===== src/hdl/prom_readout_pkg.sv =====
// Purpose: Shared constants and carriers for the serial configuration store readout
// Assumes: Core clock of 200 MHz
// Notes:   Power-up hold is kept as a time and derived into cycles
package prom_readout_pkg;

    localparam int CORE_CLK_HZ     = 200_000_000;
    localparam int POR_TIME_MS     = 1;
    localparam int POR_CYCLES      = POR_TIME_MS * (CORE_CLK_HZ / 1000);

    localparam int DATA_W_DEF      = 1;
    localparam int DEPTH_DEF       = 256;

    localparam logic RST_PAST      = 1'b0;
    localparam logic RST_OE_N      = 1'b1;
    localparam logic RST_CHAIN_N   = 1'b1;
    localparam logic RST_POR_DONE  = 1'b0;
    localparam logic RST_CLK_PREV  = 1'b0;

    // Pin-side controls that leave the block together
    typedef struct packed {
        logic data_oe_n;
        logic chain_n;
        logic oer_oe_n;
    } pin_ctl_s;

    localparam pin_ctl_s PIN_CTL_RST = '{data_oe_n: 1'b1, chain_n: 1'b1, oer_oe_n: 1'b0};

endpackage


===== src/hdl/prom_store.sv =====
// Purpose: Stored configuration words with a load port and registered read
// Assumes: Load and read never target the same word in one cycle
// Notes:   Read data follows the requested address by one clock
`timescale 1ns/10ps
module prom_store #(
    parameter int DATA_W = prom_readout_pkg::DATA_W_DEF,
    parameter int DEPTH  = prom_readout_pkg::DEPTH_DEF,
    parameter int ADDR_W = $clog2(DEPTH)
) (
    input  wire logic              clk,
    input  wire logic              rst_n,
    input  wire logic              load_en,
    input  wire logic [ADDR_W-1:0] load_addr,
    input  wire logic [DATA_W-1:0] load_data,
    input  wire logic [ADDR_W-1:0] rd_addr,
    output logic      [DATA_W-1:0] rd_data
);

    logic [DATA_W-1:0] mem [DEPTH];
    logic [DATA_W-1:0] rd_data_d;

    if (DEPTH < 2 || DATA_W < 1 || ADDR_W != $clog2(DEPTH)) begin : g_bad_geometry
        $error("prom_store: unsupported geometry");
    end

    always_comb begin
        rd_data_d = mem[rd_addr];
    end

    // Array left without reset so it maps onto plain storage
    always_ff @(posedge clk) begin
        if (load_en) begin
            mem[load_addr] <= load_data;
        end
    end

    always_ff @(posedge clk or negedge rst_n) begin
        if (!rst_n) begin
            rd_data <= '0;
        end else begin
            rd_data <= rd_data_d;
        end
    end

endmodule


===== src/hdl/prom_readout.sv =====
// Purpose: Readout control of a cascadable serial configuration store
// Assumes: All pins synchronous to CORE_CLK; config_clock is a sampled level
// Notes:   Data pin and reset line are split into value and enable
// Notes on behaviour
// - Edge after last item: chain low, data floats.
// - Low enable in means drive data line.
// - Reset line low or enable high: hold reset.
// - Hold reset line low about 1 ms after power-up.
// - Enable high: standby, address counter reset.
// - Standby keeps data floating whatever reset line says.
// - Count to last address, then hold, float, chain low.
// - Last address highest; one beyond means zero.
// - Advance on each config_clock rising edge.
`timescale 1ns/10ps
module prom_readout #(
    parameter int DATA_W     = prom_readout_pkg::DATA_W_DEF,
    parameter int DEPTH      = prom_readout_pkg::DEPTH_DEF,
    parameter int POR_CYCLES = prom_readout_pkg::POR_CYCLES,
    parameter int ADDR_W     = $clog2(DEPTH),
    parameter int POR_W      = $clog2(POR_CYCLES + 1)
) (
    input  wire logic              CORE_CLK,
    input  wire logic              RST_N,
    input  wire logic              CONFIG_CLOCK,
    input  wire logic              CHIP_ENABLE_IN_N,
    input  wire logic              OE_RESET_IN,
    output logic                   OE_RESET_OUT,
    output logic                   OE_RESET_OE_N,
    output logic      [DATA_W-1:0] DATA_OUT,
    output logic                   DATA_OE_N,
    output logic                   CHAIN_ENABLE_OUT_N,
    input  wire logic              LOAD_EN,
    input  wire logic [ADDR_W-1:0] LOAD_ADDR,
    input  wire logic [DATA_W-1:0] LOAD_DATA
);

    localparam logic [ADDR_W-1:0] LAST_ADDRESS = ADDR_W'(DEPTH - 1);
    localparam logic [POR_W-1:0]  POR_LAST     = POR_W'(POR_CYCLES - 1);

    if (DEPTH < 2 || POR_CYCLES < 1 || DATA_W < 1) begin : g_bad_geometry
        $error("prom_readout: unsupported parameters");
    end
    // Widths are derived; a narrower override would wrap the counters early
    if (ADDR_W != $clog2(DEPTH) || POR_W < $clog2(POR_CYCLES + 1)) begin : g_bad_widths
        $error("prom_readout: counter widths do not fit");
    end

    logic                        clk_prev_q, clk_prev_d;
    logic                        cfg_rise;
    logic                        active;
    logic [ADDR_W-1:0]           addr_q, addr_d;
    logic                        past_q, past_d;
    logic [POR_W-1:0]            por_cnt_q, por_cnt_d;
    logic                        por_done_q, por_done_d;
    prom_readout_pkg::pin_ctl_s  ctl_q, ctl_d;

    // Power-up hold of the shared reset line
    always_comb begin
        por_cnt_d  = por_cnt_q;
        por_done_d = por_done_q;
        if (!por_done_q) begin
            if (por_cnt_q == POR_LAST) begin
                por_done_d = 1'b1;
            end else begin
                por_cnt_d = por_cnt_q + POR_W'(1);
            end
        end
    end

    always_ff @(posedge CORE_CLK or negedge RST_N) begin
        if (!RST_N) begin
            por_cnt_q  <= '0;
            por_done_q <= prom_readout_pkg::RST_POR_DONE;
        end else begin
            por_cnt_q  <= por_cnt_d;
            por_done_q <= por_done_d;
        end
    end

    // Read while reset line is low or enable is high gives the idle state
    assign active   = por_done_q && OE_RESET_IN && !CHIP_ENABLE_IN_N;
    assign cfg_rise = CONFIG_CLOCK && !clk_prev_q;

    // Address counter and end-of-data flag
    always_comb begin
        clk_prev_d = CONFIG_CLOCK;
        addr_d     = addr_q;
        past_d     = past_q;
        if (!active) begin
            addr_d = '0;
            past_d = 1'b0;
        end else if (cfg_rise && !past_q) begin
            if (addr_q == LAST_ADDRESS) begin
                addr_d = '0;
                past_d = 1'b1;
            end else begin
                addr_d = addr_q + ADDR_W'(1);
            end
        end
    end

    // Pin controls follow the next counter and power-up state so they change with them
    always_comb begin
        ctl_d.data_oe_n = !(active && !past_d);
        ctl_d.chain_n   = !(active && past_d);
        ctl_d.oer_oe_n  = por_done_d;
    end

    always_ff @(posedge CORE_CLK or negedge RST_N) begin
        if (!RST_N) begin
            clk_prev_q <= prom_readout_pkg::RST_CLK_PREV;
            addr_q     <= '0;
            past_q     <= prom_readout_pkg::RST_PAST;
            ctl_q      <= prom_readout_pkg::PIN_CTL_RST;
        end else begin
            clk_prev_q <= clk_prev_d;
            addr_q     <= addr_d;
            past_q     <= past_d;
            ctl_q      <= ctl_d;
        end
    end

    // Value flop tied low; the line only ever sinks
    always_ff @(posedge CORE_CLK or negedge RST_N) begin
        if (!RST_N) begin
            OE_RESET_OUT <= 1'b0;
        end else begin
            OE_RESET_OUT <= 1'b0;
        end
    end

    assign OE_RESET_OE_N      = ctl_q.oer_oe_n;
    assign DATA_OE_N          = ctl_q.data_oe_n;
    assign CHAIN_ENABLE_OUT_N = ctl_q.chain_n;

    prom_store #(
        .DATA_W (DATA_W),
        .DEPTH  (DEPTH),
        .ADDR_W (ADDR_W)
    ) u_store (
        .clk       (CORE_CLK),
        .rst_n     (RST_N),
        .load_en   (LOAD_EN),
        .load_addr (LOAD_ADDR),
        .load_data (LOAD_DATA),
        .rd_addr   (addr_d),
        .rd_data   (DATA_OUT)
    );

    // Hold length counted apart from the release logic, for the checks only
    logic [POR_W-1:0]            hold_seen_q, hold_seen_d;

    always_comb begin
        hold_seen_d = hold_seen_q;
        if (!OE_RESET_OE_N && hold_seen_q != POR_W'(POR_CYCLES)) begin
            hold_seen_d = hold_seen_q + POR_W'(1);
        end
    end

    always_ff @(posedge CORE_CLK or negedge RST_N) begin
        if (!RST_N) begin
            hold_seen_q <= '0;
        end else begin
            hold_seen_q <= hold_seen_d;
        end
    end
endmodule


===== config.mk =====
export PLATFORM = sky130hd
export DESIGN_NAME = prom_readout
export DESIGN_NICKNAME = d
export VERILOG_FILES = /design/src/hdl/prom_readout_pkg.sv /design/src/hdl/prom_store.sv /design/src/hdl/prom_readout.sv
export SDC_FILE = /design/constraint.sdc
export NUM_CORES = 1
export LEC_CHECK = 0
export BUFFER_PORTS_ARGS = -buffer_cell sky130_fd_sc_hd__buf_2
export CORE_ASPECT_RATIO = 1.4
export CORE_MARGIN = 10
export CORE_UTILIZATION = 53
export DETAILED_ROUTE_END_ITERATION = 10
export PLACE_DENSITY = 0.83
export RECOVER_POWER = 100
export SETUP_SLACK_MARGIN = 0.2
export SYNTH_ARGS = -nofsm -noshare
export SYNTH_HDL_FRONTEND = slang
export SYNTH_HIERARCHICAL = 1
export SYNTH_SLANG_ARGS = --single-unit

===== constraint.sdc =====
create_clock -name CORE_CLK -period 2.73 [get_ports CORE_CLK]
set_input_delay 0.819 -clock CORE_CLK [delete_from_list [all_inputs] [get_ports CORE_CLK]]
set_output_delay 0.819 -clock CORE_CLK [all_outputs]
set_load 0.1 [all_outputs]

== Word level (Yosys, flattened, before mapping) ==
Memory sizes are Yosys's and may differ from the RTL's. A register that Yosys moved wholly into a read port is not among the register bits.
Index checks and enable logic that the tools add are counted.

* $add $sub $neg: 2
* Equality and inequality tests: 2
* Muxes and demuxes: 10
* Bitwise gates (word level): 2
* Reductions and logical operators: 14

{| class="wikitable"
|+ Operators by type and width
! cell !! count
|-
| 2-to-1 mux 8 bit || 3
|-
| adder 18 x 1 -> 18 bit, second input constant || 1
|-
| equality test 18 bit, second input constant || 1
|-
| adder 8 x 1 -> 8 bit, second input constant || 1
|-
| equality test 8 bit, second input constant || 1
|-
| zero test 1 bit || 7
|-
| 2-to-1 mux 1 bit || 7
|-
| logical AND 1 bit || 6
|-
| inverter 1 bit || 2
|-
| AND reduction 2 bit || 1
|}

* Register bits: 31
* RAM bits: 256
* Input port bits: 15
* Output and inout bits: 5
* Word-level logic and storage cells: 38
* Memories: 1

{| class="wikitable"
|+ Memories
! name !! depth !! width !! rd ports !! clocked after Yosys merged registers in !! write ports !! RTL line !! RTL
|-
| u_store.mem || 256 || 1 || 1 || 1 || 1 || prom_store.sv:19 || <nowiki>logic [DATA_W-1:0] mem [DEPTH];</nowiki>
|}

== Depth between registers and ports, before layout ==
Gate-level depths: netlist (run 1).

* Depth in word-level cells: 8
* Mapped depth: 15
* Depth with buffers taken out: 11

== Cells and area by module ==
The synthesis (run 1) kept the hierarchy.

{| class="wikitable"
|+ Modules (own cells, without submodules)
! module !! instances !! cells each !! area each (µm²) !! seq. area each (µm²)
|-
| prom_store || 1 || 823 || 11388.4 || 7712.4
|-
| prom_readout || 1 || 140 || 1498.9 || 778.2
|}

== Worst setup path before layout (run 1) ==
Ideal clock, no wire load.

* Kind: register to register
* Start: reg, netlist name OE_RESET_OE_N
* End: reg u_store.rd_data (read register of u_store.mem)
* Setup time: 128 ps
* Data arrival time: 3252 ps
* Required time: 2602 ps
* Slack: -650 ps
* Cell stages (with the launch flop): 15
* Path buffers: 5
* Period minus slack after synthesis: 3380 ps
* Cell sequence: dfrtp_1 buf_4 nand2_1 or2_2 nor2_1 buf_6 buf_12 buf_8 buf_6 mux2i_1 o22ai_1 o41ai_2 a31oi_1 nor4_2 a31oi_1

{| class="wikitable"
|+ RTL lines
! what !! RTL line !! RTL
|-
| end, declared || prom_store.sv:16 || <nowiki>output logic [DATA_W-1:0] rd_data</nowiki>
|}

== Worst setup path in the final report (run 1) ==
* Start: reg past_q
* End: reg u_store.rd_data (read register of u_store.mem)

* Longest elaborated chain between the ends: 4

{| class="wikitable"
|+ RTL lines
! what !! RTL line !! RTL
|-
| start, declared || prom_readout.sv:52 || <nowiki>logic past_q, past_d;</nowiki>
|-
| start signal, assigned || prom_readout.sv:113 || <nowiki>past_q <= prom_readout_pkg::RST_PAST;</nowiki>
|-
| start signal, assigned || prom_readout.sv:118 || <nowiki>past_q <= past_d;</nowiki>
|-
| zero test 1 bit || prom_readout.sv:92 || <nowiki>end else if (cfg_rise && !past_q) begin</nowiki>
|-
| logical AND 1 bit || prom_readout.sv:92 ||
|-
| 2-to-1 mux 8 bit || prom_readout.sv:92 ||
|-
| 2-to-1 mux 8 bit || prom_readout.sv:89 || <nowiki>if (!active) begin</nowiki>
|-
| named net addr_d[1] || prom_readout.sv:51 || <nowiki>logic [ADDR_W-1:0] addr_q, addr_d;</nowiki>
|}

The timed path passes the listed nets, and every way through them passes these cells.
A chain may end at the register's enable or synchronous reset.

==> results of run 1 <==
==> logic make-up (layout without fill, tap and decap cells) <==
kind of cell    Yosys count  in the layout
buf+inv                  73            189
simple gates            423            423
fa+ha+maj                 2              2
xor+xnor                 19             19
mux                      96             96
flops                   288            288
compound gates           61             61
other cells               1              1
==> registers in the layout (all words and copies together) (netlist names) <==
signal	flops
CHAIN_ENABLE_OUT_N	1
DATA_OE_N	1
OE_RESET_OE_N	1
addr_q	8
clk_prev_q	1
past_q	1
por_cnt_q	18
u_store/mem	256
u_store/rd_data	1
==> repair_timing <==
| action | CTS | global route |
|---|---|---|
| setup buffers | 22 | 6 |
| resized for setup | 37 | 10 |
| gates cloned | 1 | 0 |
| endpoints found under the setup margin | 1 | 4 |
| pin swaps | 14 | 14 |
==> synthesized netlist by cell type, drive strengths merged (2+ instances only) <==
master  instances  share of area
o21ai           4         0.0016
nand2b          7         0.0034
clkbuf         40          0.012
a31oi           5         0.0024
or3             2        0.00097
edfxtp        256           0.60
and4            4         0.0027
a21oi           7         0.0030
or2             2        0.00097
nand3          29          0.011
nand2          29         0.0084
nor2b          15         0.0073
inv             8         0.0023
o41ai           2         0.0025
mux4           38          0.067
nor4           13         0.0068
a22o            6         0.0041
o211ai          2         0.0012
xor2           15          0.010
dfrtp          30          0.058
and2            4         0.0019
and3           10         0.0052
nor2          276          0.081
a211oi          2         0.0012
nand4           5         0.0024
nand3b          2         0.0015
nor4b           2         0.0025
a22oi           6         0.0035
buf            25          0.016
dfstp           2         0.0041
mux2i          52          0.040
ha              2         0.0019
nor3           15         0.0058
o22ai          21          0.010
mux2            6         0.0055
xnor2           4         0.0027
and4bb          2         0.0019
and4b           2         0.0016
==> power groups by stage <==
stage / logic [uW] / clock network, uW / registers, uW
after CTS: 214 / 3450 / 4810
after global routing: 223 / 3620 / 4810
after floorplan: 83.6 / 0 / 4900
after detailed placement: 211 / 0 / 4900
final: 207 / 3420 / 4810
after global placement: 204 / 0 / 4900
==> cell type report <==
class | instances | area share
flip-flops and latches | 288 | 0.5675
inverters | 8 | 0.002007
multi-input cells | 602 | 0.2779
well taps | 310 | 0.02592
repair buffers | 137 | 0.07434
clock buffers | 34 | 0.04758
clock inverters | 10 | 0.004766
==> per-layer routing <==
| layer | track usage | vias up | share of wire |
|---|---|---|---|
| li1 | - | 3730 | - |
| met1 | 0.2398 | 4196 | 0.35 |
| met2 | 0.3492 | 487 | 0.53 |
| met3 | 0.02583 | 89 | 0.080 |
| met4 | 0.07850 | 0 | 0.041 |
| met5 | 0 | - | 0 |
==> placed cells by master, fill, tap and decap left out, types with 4 or more instances in the layout <==
master,count
nor4_1,11
dfrtp_1,29
nand2b_1,7
clkinv_1,6
nand4_1,5
buf_6,18
nor2_4,4
o22ai_1,19
xor2_1,15
a21oi_1,6
nand3_1,29
clkbuf_1,23
nand2_1,28
buf_4,74
and3_1,9
a22o_1,6
clkbuf_16,27
and4_1,4
buf_2,15
buf_12,7
edfxtp_1,256
nor2_1,271
a22oi_1,6
a31oi_1,5
nor3_1,14
inv_1,8
nor2b_1,15
mux4_2,35
o21ai_0,4
mux2i_1,50
==> metrics by stage <==
stage / instances / hold WS [ps] / power [uW]
5_1_grt: 1389 / 417.1 / 8655
6_report: 1389 / 418.9 / 8436
4_1_cts: 1383 / 361.3 / 8473
2_1_floorplan: 963 / 437.7 / 4986
3_3_place_gp: 1316 / 462.4 / 5104
3_5_place_dp: 1316 / 475.6 / 5112
==> path summary, 6_finish.rpt <==
path                                    to  cells after the start
min in group asynchronous        addr_q[2]                      1
min                             clk_prev_q                      1
min reg2reg                  por_cnt_q[17]                      1
max in group asynchronous    OE_RESET_OE_N                      1
max reg2reg                u_store/rd_data                     11
max                        u_store/rd_data                     11
==> flow_metrics.env, run 1 <==
export IMPL_status="finished with violations"
export IMPL_violations="max-capacitance violations, max-slew violations, negative setup slack"
export IMPL_drive_gt1_frac=0.2076
export IMPL_hp_class="input pin to flip-flop"
export IMPL_cts_root_buf="clkbuf_16"
export IMPL_synthFlopType="edfxtp_1"
export IMPL_synthToLayoutAreaGrowth_pct=16.11
export IMPL_dr_pass1_iters=5
export IMPL_synthCells=963
export IMPL_yosys_warnings=6
export IMPL_grt_setup_unrepaired="yes"
export IMPL_crit_type="flip-flop to flip-flop"
export IMPL_fin_area_sq_um=14960
export IMPL_synth_mux_area_fraction=0.1132
export IMPL_period_minus_slack_ps=3022
export IMPL_io_buffers=18
export IMPL_worst_pin_slew_ps=1753
export IMPL_clock_sinks=288
export IMPL_finalClockSkew_ps=11.15
export IMPL_cp_slowest_cell="o41a_1"
export IMPL_die_w_microns=151.8
export IMPL_rows=67
export IMPL_end_kind="flip-flop"
export IMPL_die_h_microns=204.5
export IMPL_p_leak_uw=0.004786
export IMPL_arrival_ps=3430
export IMPL_peakVddDrop_uv=460.6
export IMPL_placed_cell_area_sq_um=13820
export IMPL_antennaDiodeCount=0
export IMPL_drc=0
export IMPL_ys_ff_latch=288
export IMPL_relSlewSlack=-0.1688
export IMPL_antenna_found_initial=0
export IMPL_fin_crit_sh=1.107
export IMPL_grt_first_pass_wirelength_microns=48210
export IMPL_start_util=0.5375
export IMPL_drt_iter0_drc=1038
export IMPL_hold_viol=0
export IMPL_layout_setup_ws_ps=-292.0
export IMPL_swShare=0.1994
export IMPL_syn_avg_cell_area_sq_um=13.38
export IMPL_max_freq_mhz=330.9
export IMPL_num_vias=8502
export IMPL_intPower_uw=6754
export IMPL_p_per_area_nw_per_um2=563.8
export IMPL_synth_async_reset_ratio=0.1111
export IMPL_crit_start="past_q"
export IMPL_netlist_area_sq_um=12890
export IMPL_synthesis_nets=980
export IMPL_yosysSeqAreaShare=0.6588
export IMPL_p_comb_frac=0.025
export IMPL_final_setup_tns_ps=-594.4
export IMPL_ios=20
export IMPL_dp_slack_ps=-904.0
export IMPL_synth_fa_ha_area_frac=0.001942
export IMPL_place_hpwl_microns=19460
export IMPL_multi_input_area_sq_um=4158
export IMPL_start_kind="flip-flop"
export IMPL_fill_cells=1684
export IMPL_worstPathMaxFanout=7
export IMPL_synth_simple_area_share=0.1487
export IMPL_seq_area_sq_um=8492
export IMPL_cts_buffers_inserted=26
export IMPL_wl_per_cell_microns=22.31
export IMPL_synth_xor_area_share=0.01291
export IMPL_htree_num_levels=1
export IMPL_clockBufferDepth=3
export IMPL_grt_overflow_total=0
export IMPL_cpMostUsedCell="buf_4"
export IMPL_p_switching_uw=1682
export IMPL_slew_violations=33
export IMPL_drt_total_wl_microns=31000
export IMPL_worst_ep_required_time_ps=3140
export IMPL_drv_cap=1
export IMPL_min_from="CONFIG_CLOCK"
export IMPL_postCtsHoldBufs=0
export IMPL_cts_tree="done"
export IMPL_crit_family="simple AND/OR/NAND/NOR gates"
export IMPL_slowest_delay_ps=490
export IMPL_grt_pass1_vias=8718
export IMPL_synth_edf_count=256
export IMPL_layout_nets=1080
export IMPL_final_util=0.6241
export IMPL_setup_viol=4
export IMPL_synth_top_family_by_area="simple AND/OR/NAND/NOR gates"
export IMPL_die_area_sq_um=31040
export IMPL_synthDistinctLibCells=65
export IMPL_reg2reg_slack_ps=-290
export IMPL_place_congestion=0.8400
export IMPL_path_cells="nor3b_4, buf_4, mux2i_4, nor2_4, buf_4, mux4_2, nor2b_1, nor4_1, o41a_1, nor4_4, a31oi_1"
export IMPL_postRouteAntennaNets=0
export IMPL_clkSlewWorstSetupHoldPaths_ps=60
export IMPL_worstReg2RegStart="past_q"
export IMPL_viasPerCell=6.121
export IMPL_seqPwrFrac=0.570
export IMPL_grt_util_all_layers=0.1983
export IMPL_core_sq_um=23980
export IMPL_insertion_delay_ps=530
export IMPL_p_clk_frac=0.405
export IMPL_critPathBufInv=2
export IMPL_synth_compound_area_frac=0.03379
export IMPL_grt_start_max_net_pins=74
Power figures use the tool's default switching activity.
==> inputs of run 2 (changes only) <==
--- a/config.mk
+++ b/config.mk
@@ -6,7 +6,6 @@
 export NUM_CORES = 1
 export LEC_CHECK = 0
 export BUFFER_PORTS_ARGS = -buffer_cell sky130_fd_sc_hd__buf_2
-export CORE_ASPECT_RATIO = 1.4
 export CORE_MARGIN = 10
 export CORE_UTILIZATION = 53
 export DETAILED_ROUTE_END_ITERATION = 10
==> run 2 against run 1 <==
  * The run still ends with max-capacitance violations, max-slew violations, negative setup slack left
  * Core utilization decreased by 1.2 points
  * Worst hold slack worse by 13 ps
  * Clock skew up 5.4 ps
  * Fmax fell by 2.3%
  * First-iteration DRC count grew 6.2%
  * Sequential share of layout area is 0.80 points higher
  * Die area shrank 0.29%
  * Critical path depth increased by 1
  * Count of clock-buffer cells in the layout stayed put
  * Via count up 0.85%
  * Non-clock buffer count shrank 13
  * Cell count rose by 0.65%
  * Largest cell class unchanged
==> flow_metrics.env, run 2 (synthesized netlist as in run 1, its figures left out) <==
export IMPL_viasPerCell=6.133
export IMPL_swShare=0.2039
export IMPL_reg2reg_slack_ps=-360
export IMPL_drc=0
export IMPL_drv_cap=1
export IMPL_ios=20
export IMPL_reg_largest_list="u_store/mem (256), por_cnt_q (18), addr_q (8)"
export IMPL_place_hpwl_microns=19040
export IMPL_placed_cell_area_sq_um=13940
export IMPL_synthToLayoutAreaGrowth_pct=14.49
export IMPL_mostFrequentLayoutCells="nor2_1 (272), edfxtp_1 (256), buf_4 (67), mux2i_1 (51), mux4_2 (35)"
export IMPL_grt_first_pass_wirelength_microns=47000
export IMPL_crit_type="flip-flop to flip-flop"
export IMPL_place_congestion=0.8544
export IMPL_p_comb_frac=0.024
export IMPL_arrival_ps=3510
export IMPL_drive_gt1_frac=0.1844
export IMPL_start_util=0.5346
export IMPL_p_per_area_nw_per_um2=595.4
export IMPL_largest_register_ffs=256
export IMPL_fin_crit_sh=1.133
export IMPL_fin_area_sq_um=14750
export IMPL_p_clk_frac=0.429
export IMPL_grt_pass1_vias=8478
export IMPL_start_kind="flip-flop"
export IMPL_p_leak_uw=0.004685
export IMPL_wl_met3_microns=3131
export IMPL_grt_start_max_net_pins=81
export IMPL_drt_total_wl_microns=30120
export IMPL_hp_class="input pin to flip-flop"
export IMPL_clock_sinks=288
export IMPL_top_layer_used="met4"
export IMPL_worstPathMaxFanout=6
export IMPL_path_cells="ha_2, and2_4, nand4_1, nand2_2, nor2_4, buf_12, mux4_1, mux2_4, o311ai_4, nor3_2, nor4_2, a31oi_1"
export IMPL_violations="max-capacitance violations, max-slew violations, negative setup slack"
export IMPL_min_from="CONFIG_CLOCK"
export IMPL_htree_num_levels=1
export IMPL_largest_register="u_store/mem"
export IMPL_hold_viol=0
export IMPL_max_freq_mhz=323.3
export IMPL_cts_tree="done"
export IMPL_cp_slowest_cell="mux4_1"
export IMPL_rr_worst_depth=12
export IMPL_layout_nets=1069
export IMPL_p_switching_uw=1791
export IMPL_clkSlewWorstSetupHoldPaths_ps=60
export IMPL_num_vias=8574
export IMPL_rows=57
export IMPL_relSlewSlack=-0.1775
export IMPL_dp_slack_ps=-695.4
export IMPL_worst_pin_slew_ps=1766
export IMPL_grt_overflow_total=0
export IMPL_finalClockSkew_ps=16.51
export IMPL_cts_buffers_inserted=28
export IMPL_setup_viol=1
export IMPL_wl_per_cell_microns=21.55
export IMPL_worstReg2RegStart="addr_q[1]"
export IMPL_slew_violations=33
export IMPL_hold_depth=1
export IMPL_final_util=0.6121
export IMPL_core_sq_um=24110
export IMPL_grt_setup_unrepaired="yes"
export IMPL_wl_met1_microns=11240
export IMPL_antennaDiodeCount=0
export IMPL_multi_input_area_sq_um=4035
export IMPL_status="finished with violations"
export IMPL_finalHoldWorstSlack_ps=405.5
export IMPL_grt_util_all_layers=0.1928
export IMPL_holdPathEnd="clk_prev_q"
export IMPL_die_h_microns=175.9
export IMPL_clockBufferDepth=3
export IMPL_die_w_microns=175.9
export IMPL_die_area_sq_um=30950
export IMPL_final_common_cell="nor2_1"
export IMPL_intPower_uw=6993
export IMPL_peakVddDrop_uv=463.1
export IMPL_end_kind="flip-flop"
export IMPL_seqPwrFrac=0.548
export IMPL_r2r_end="u_store/rd_data"
export IMPL_dr_wl_met2_microns=14800
export IMPL_slowest_delay_ps=570
export IMPL_cts_root_buf="clkbuf_16"
export IMPL_layout_setup_ws_ps=-362.9
export IMPL_seq_area_sq_um=8492
export IMPL_dr_pass1_iters=7
export IMPL_antenna_found_initial=0
export IMPL_fill_cells=1789
export IMPL_worst_ep_required_time_ps=3140
export IMPL_drt_iter0_drc=1102
export IMPL_period_minus_slack_ps=3093
export IMPL_postRouteAntennaNets=0
export IMPL_insertion_delay_ps=550
export IMPL_io_buffers=18
==> run 2: cell count changes in the layout (fill, tap and decap cells not counted), sizes merged <==
| cell | before | now |
|---|---|---|
| clkbuf | 54 | 72 |
| clkinv | 9 | 13 |
| bufinv | 1 | 2 |
| clkinvlp | 0 | 3 |
| buf | 117 | 86 |
==> run 2: cell type report <==
type	count	share of cell area
clock buffers	34	0.05105
repair buffers	124	0.06013
inverters	8	0.002035
multi-input cells	602	0.2735
clock inverters	18	0.01026
flip-flops and latches	288	0.5756
well taps	324	0.02748
==> run 2: repair_timing <==
| item | CTS | global route |
|---|---|---|
| endpoints found under the setup margin | 1 | 1 |
| hold buffers | 0 | 0 |
| pin swaps | 8 | 1 |
| buffers inserted | 4 | 0 |
| gates resized for setup | 9 | 0 |
==> run 2: through the flow <==
stage / setup TNS [ps] / total power (uW) / std cells
floorplan: -381.6 / 4986 / 963
detailed placement: -695.4 / 5117 / 1342
global route: -451.8 / 9011 / 1398
CTS: -344.0 / 8830 / 1398
global placement: -691.3 / 5109 / 1342
finish: -362.9 / 8784 / 1398
==> run 2: worst max-delay path by stage <==
| stage | slack [ps] | start | to | cells after the start |
|---|---|---|---|---|
| after floorplan | -380 | CONFIG_CLOCK | u_store/rd_data | 12 |
| after global placement | -690 | CONFIG_CLOCK | u_store/rd_data | 11 |
| after detailed placement | -700 | CONFIG_CLOCK | u_store/rd_data | 11 |
| after CTS | -340 | addr_q[1] | u_store/rd_data | 13 |
| after global routing | -450 | clk_prev_q | u_store/rd_data | 10 |
| final | -360 | addr_q[1] | u_store/rd_data | 12 |
==> run 2: layer usage <==
layer	vias up	global-route usage
li1	3718	-
met1	4228	0.2481
met2	529	0.3176
met3	99	0.03845
met4	0	0.07559
met5	-	0
==> run 2: worst max-delay path, delay by kind of cell (launching register included) <==
family | cells | cell delay (ps)
muxes | 2 | 880
and+or+nand+nor | 6 | 1000
buffers and inverters | 1 | 170
AOI/OAI and AO/OA | 2 | 320
DFF | 1 | 400
adders and majority gates | 1 | 200
==> run 2: power by group through the flow <==
stage               Combinational, uW  Clock (uW)  Sequential, uW
global placement                  209           0            4900
finish                            207        3770            4810
global route                      224        3980            4810
detailed placement                216           0            4900
CTS                               217        3800            4810
floorplan                        83.6           0            4900
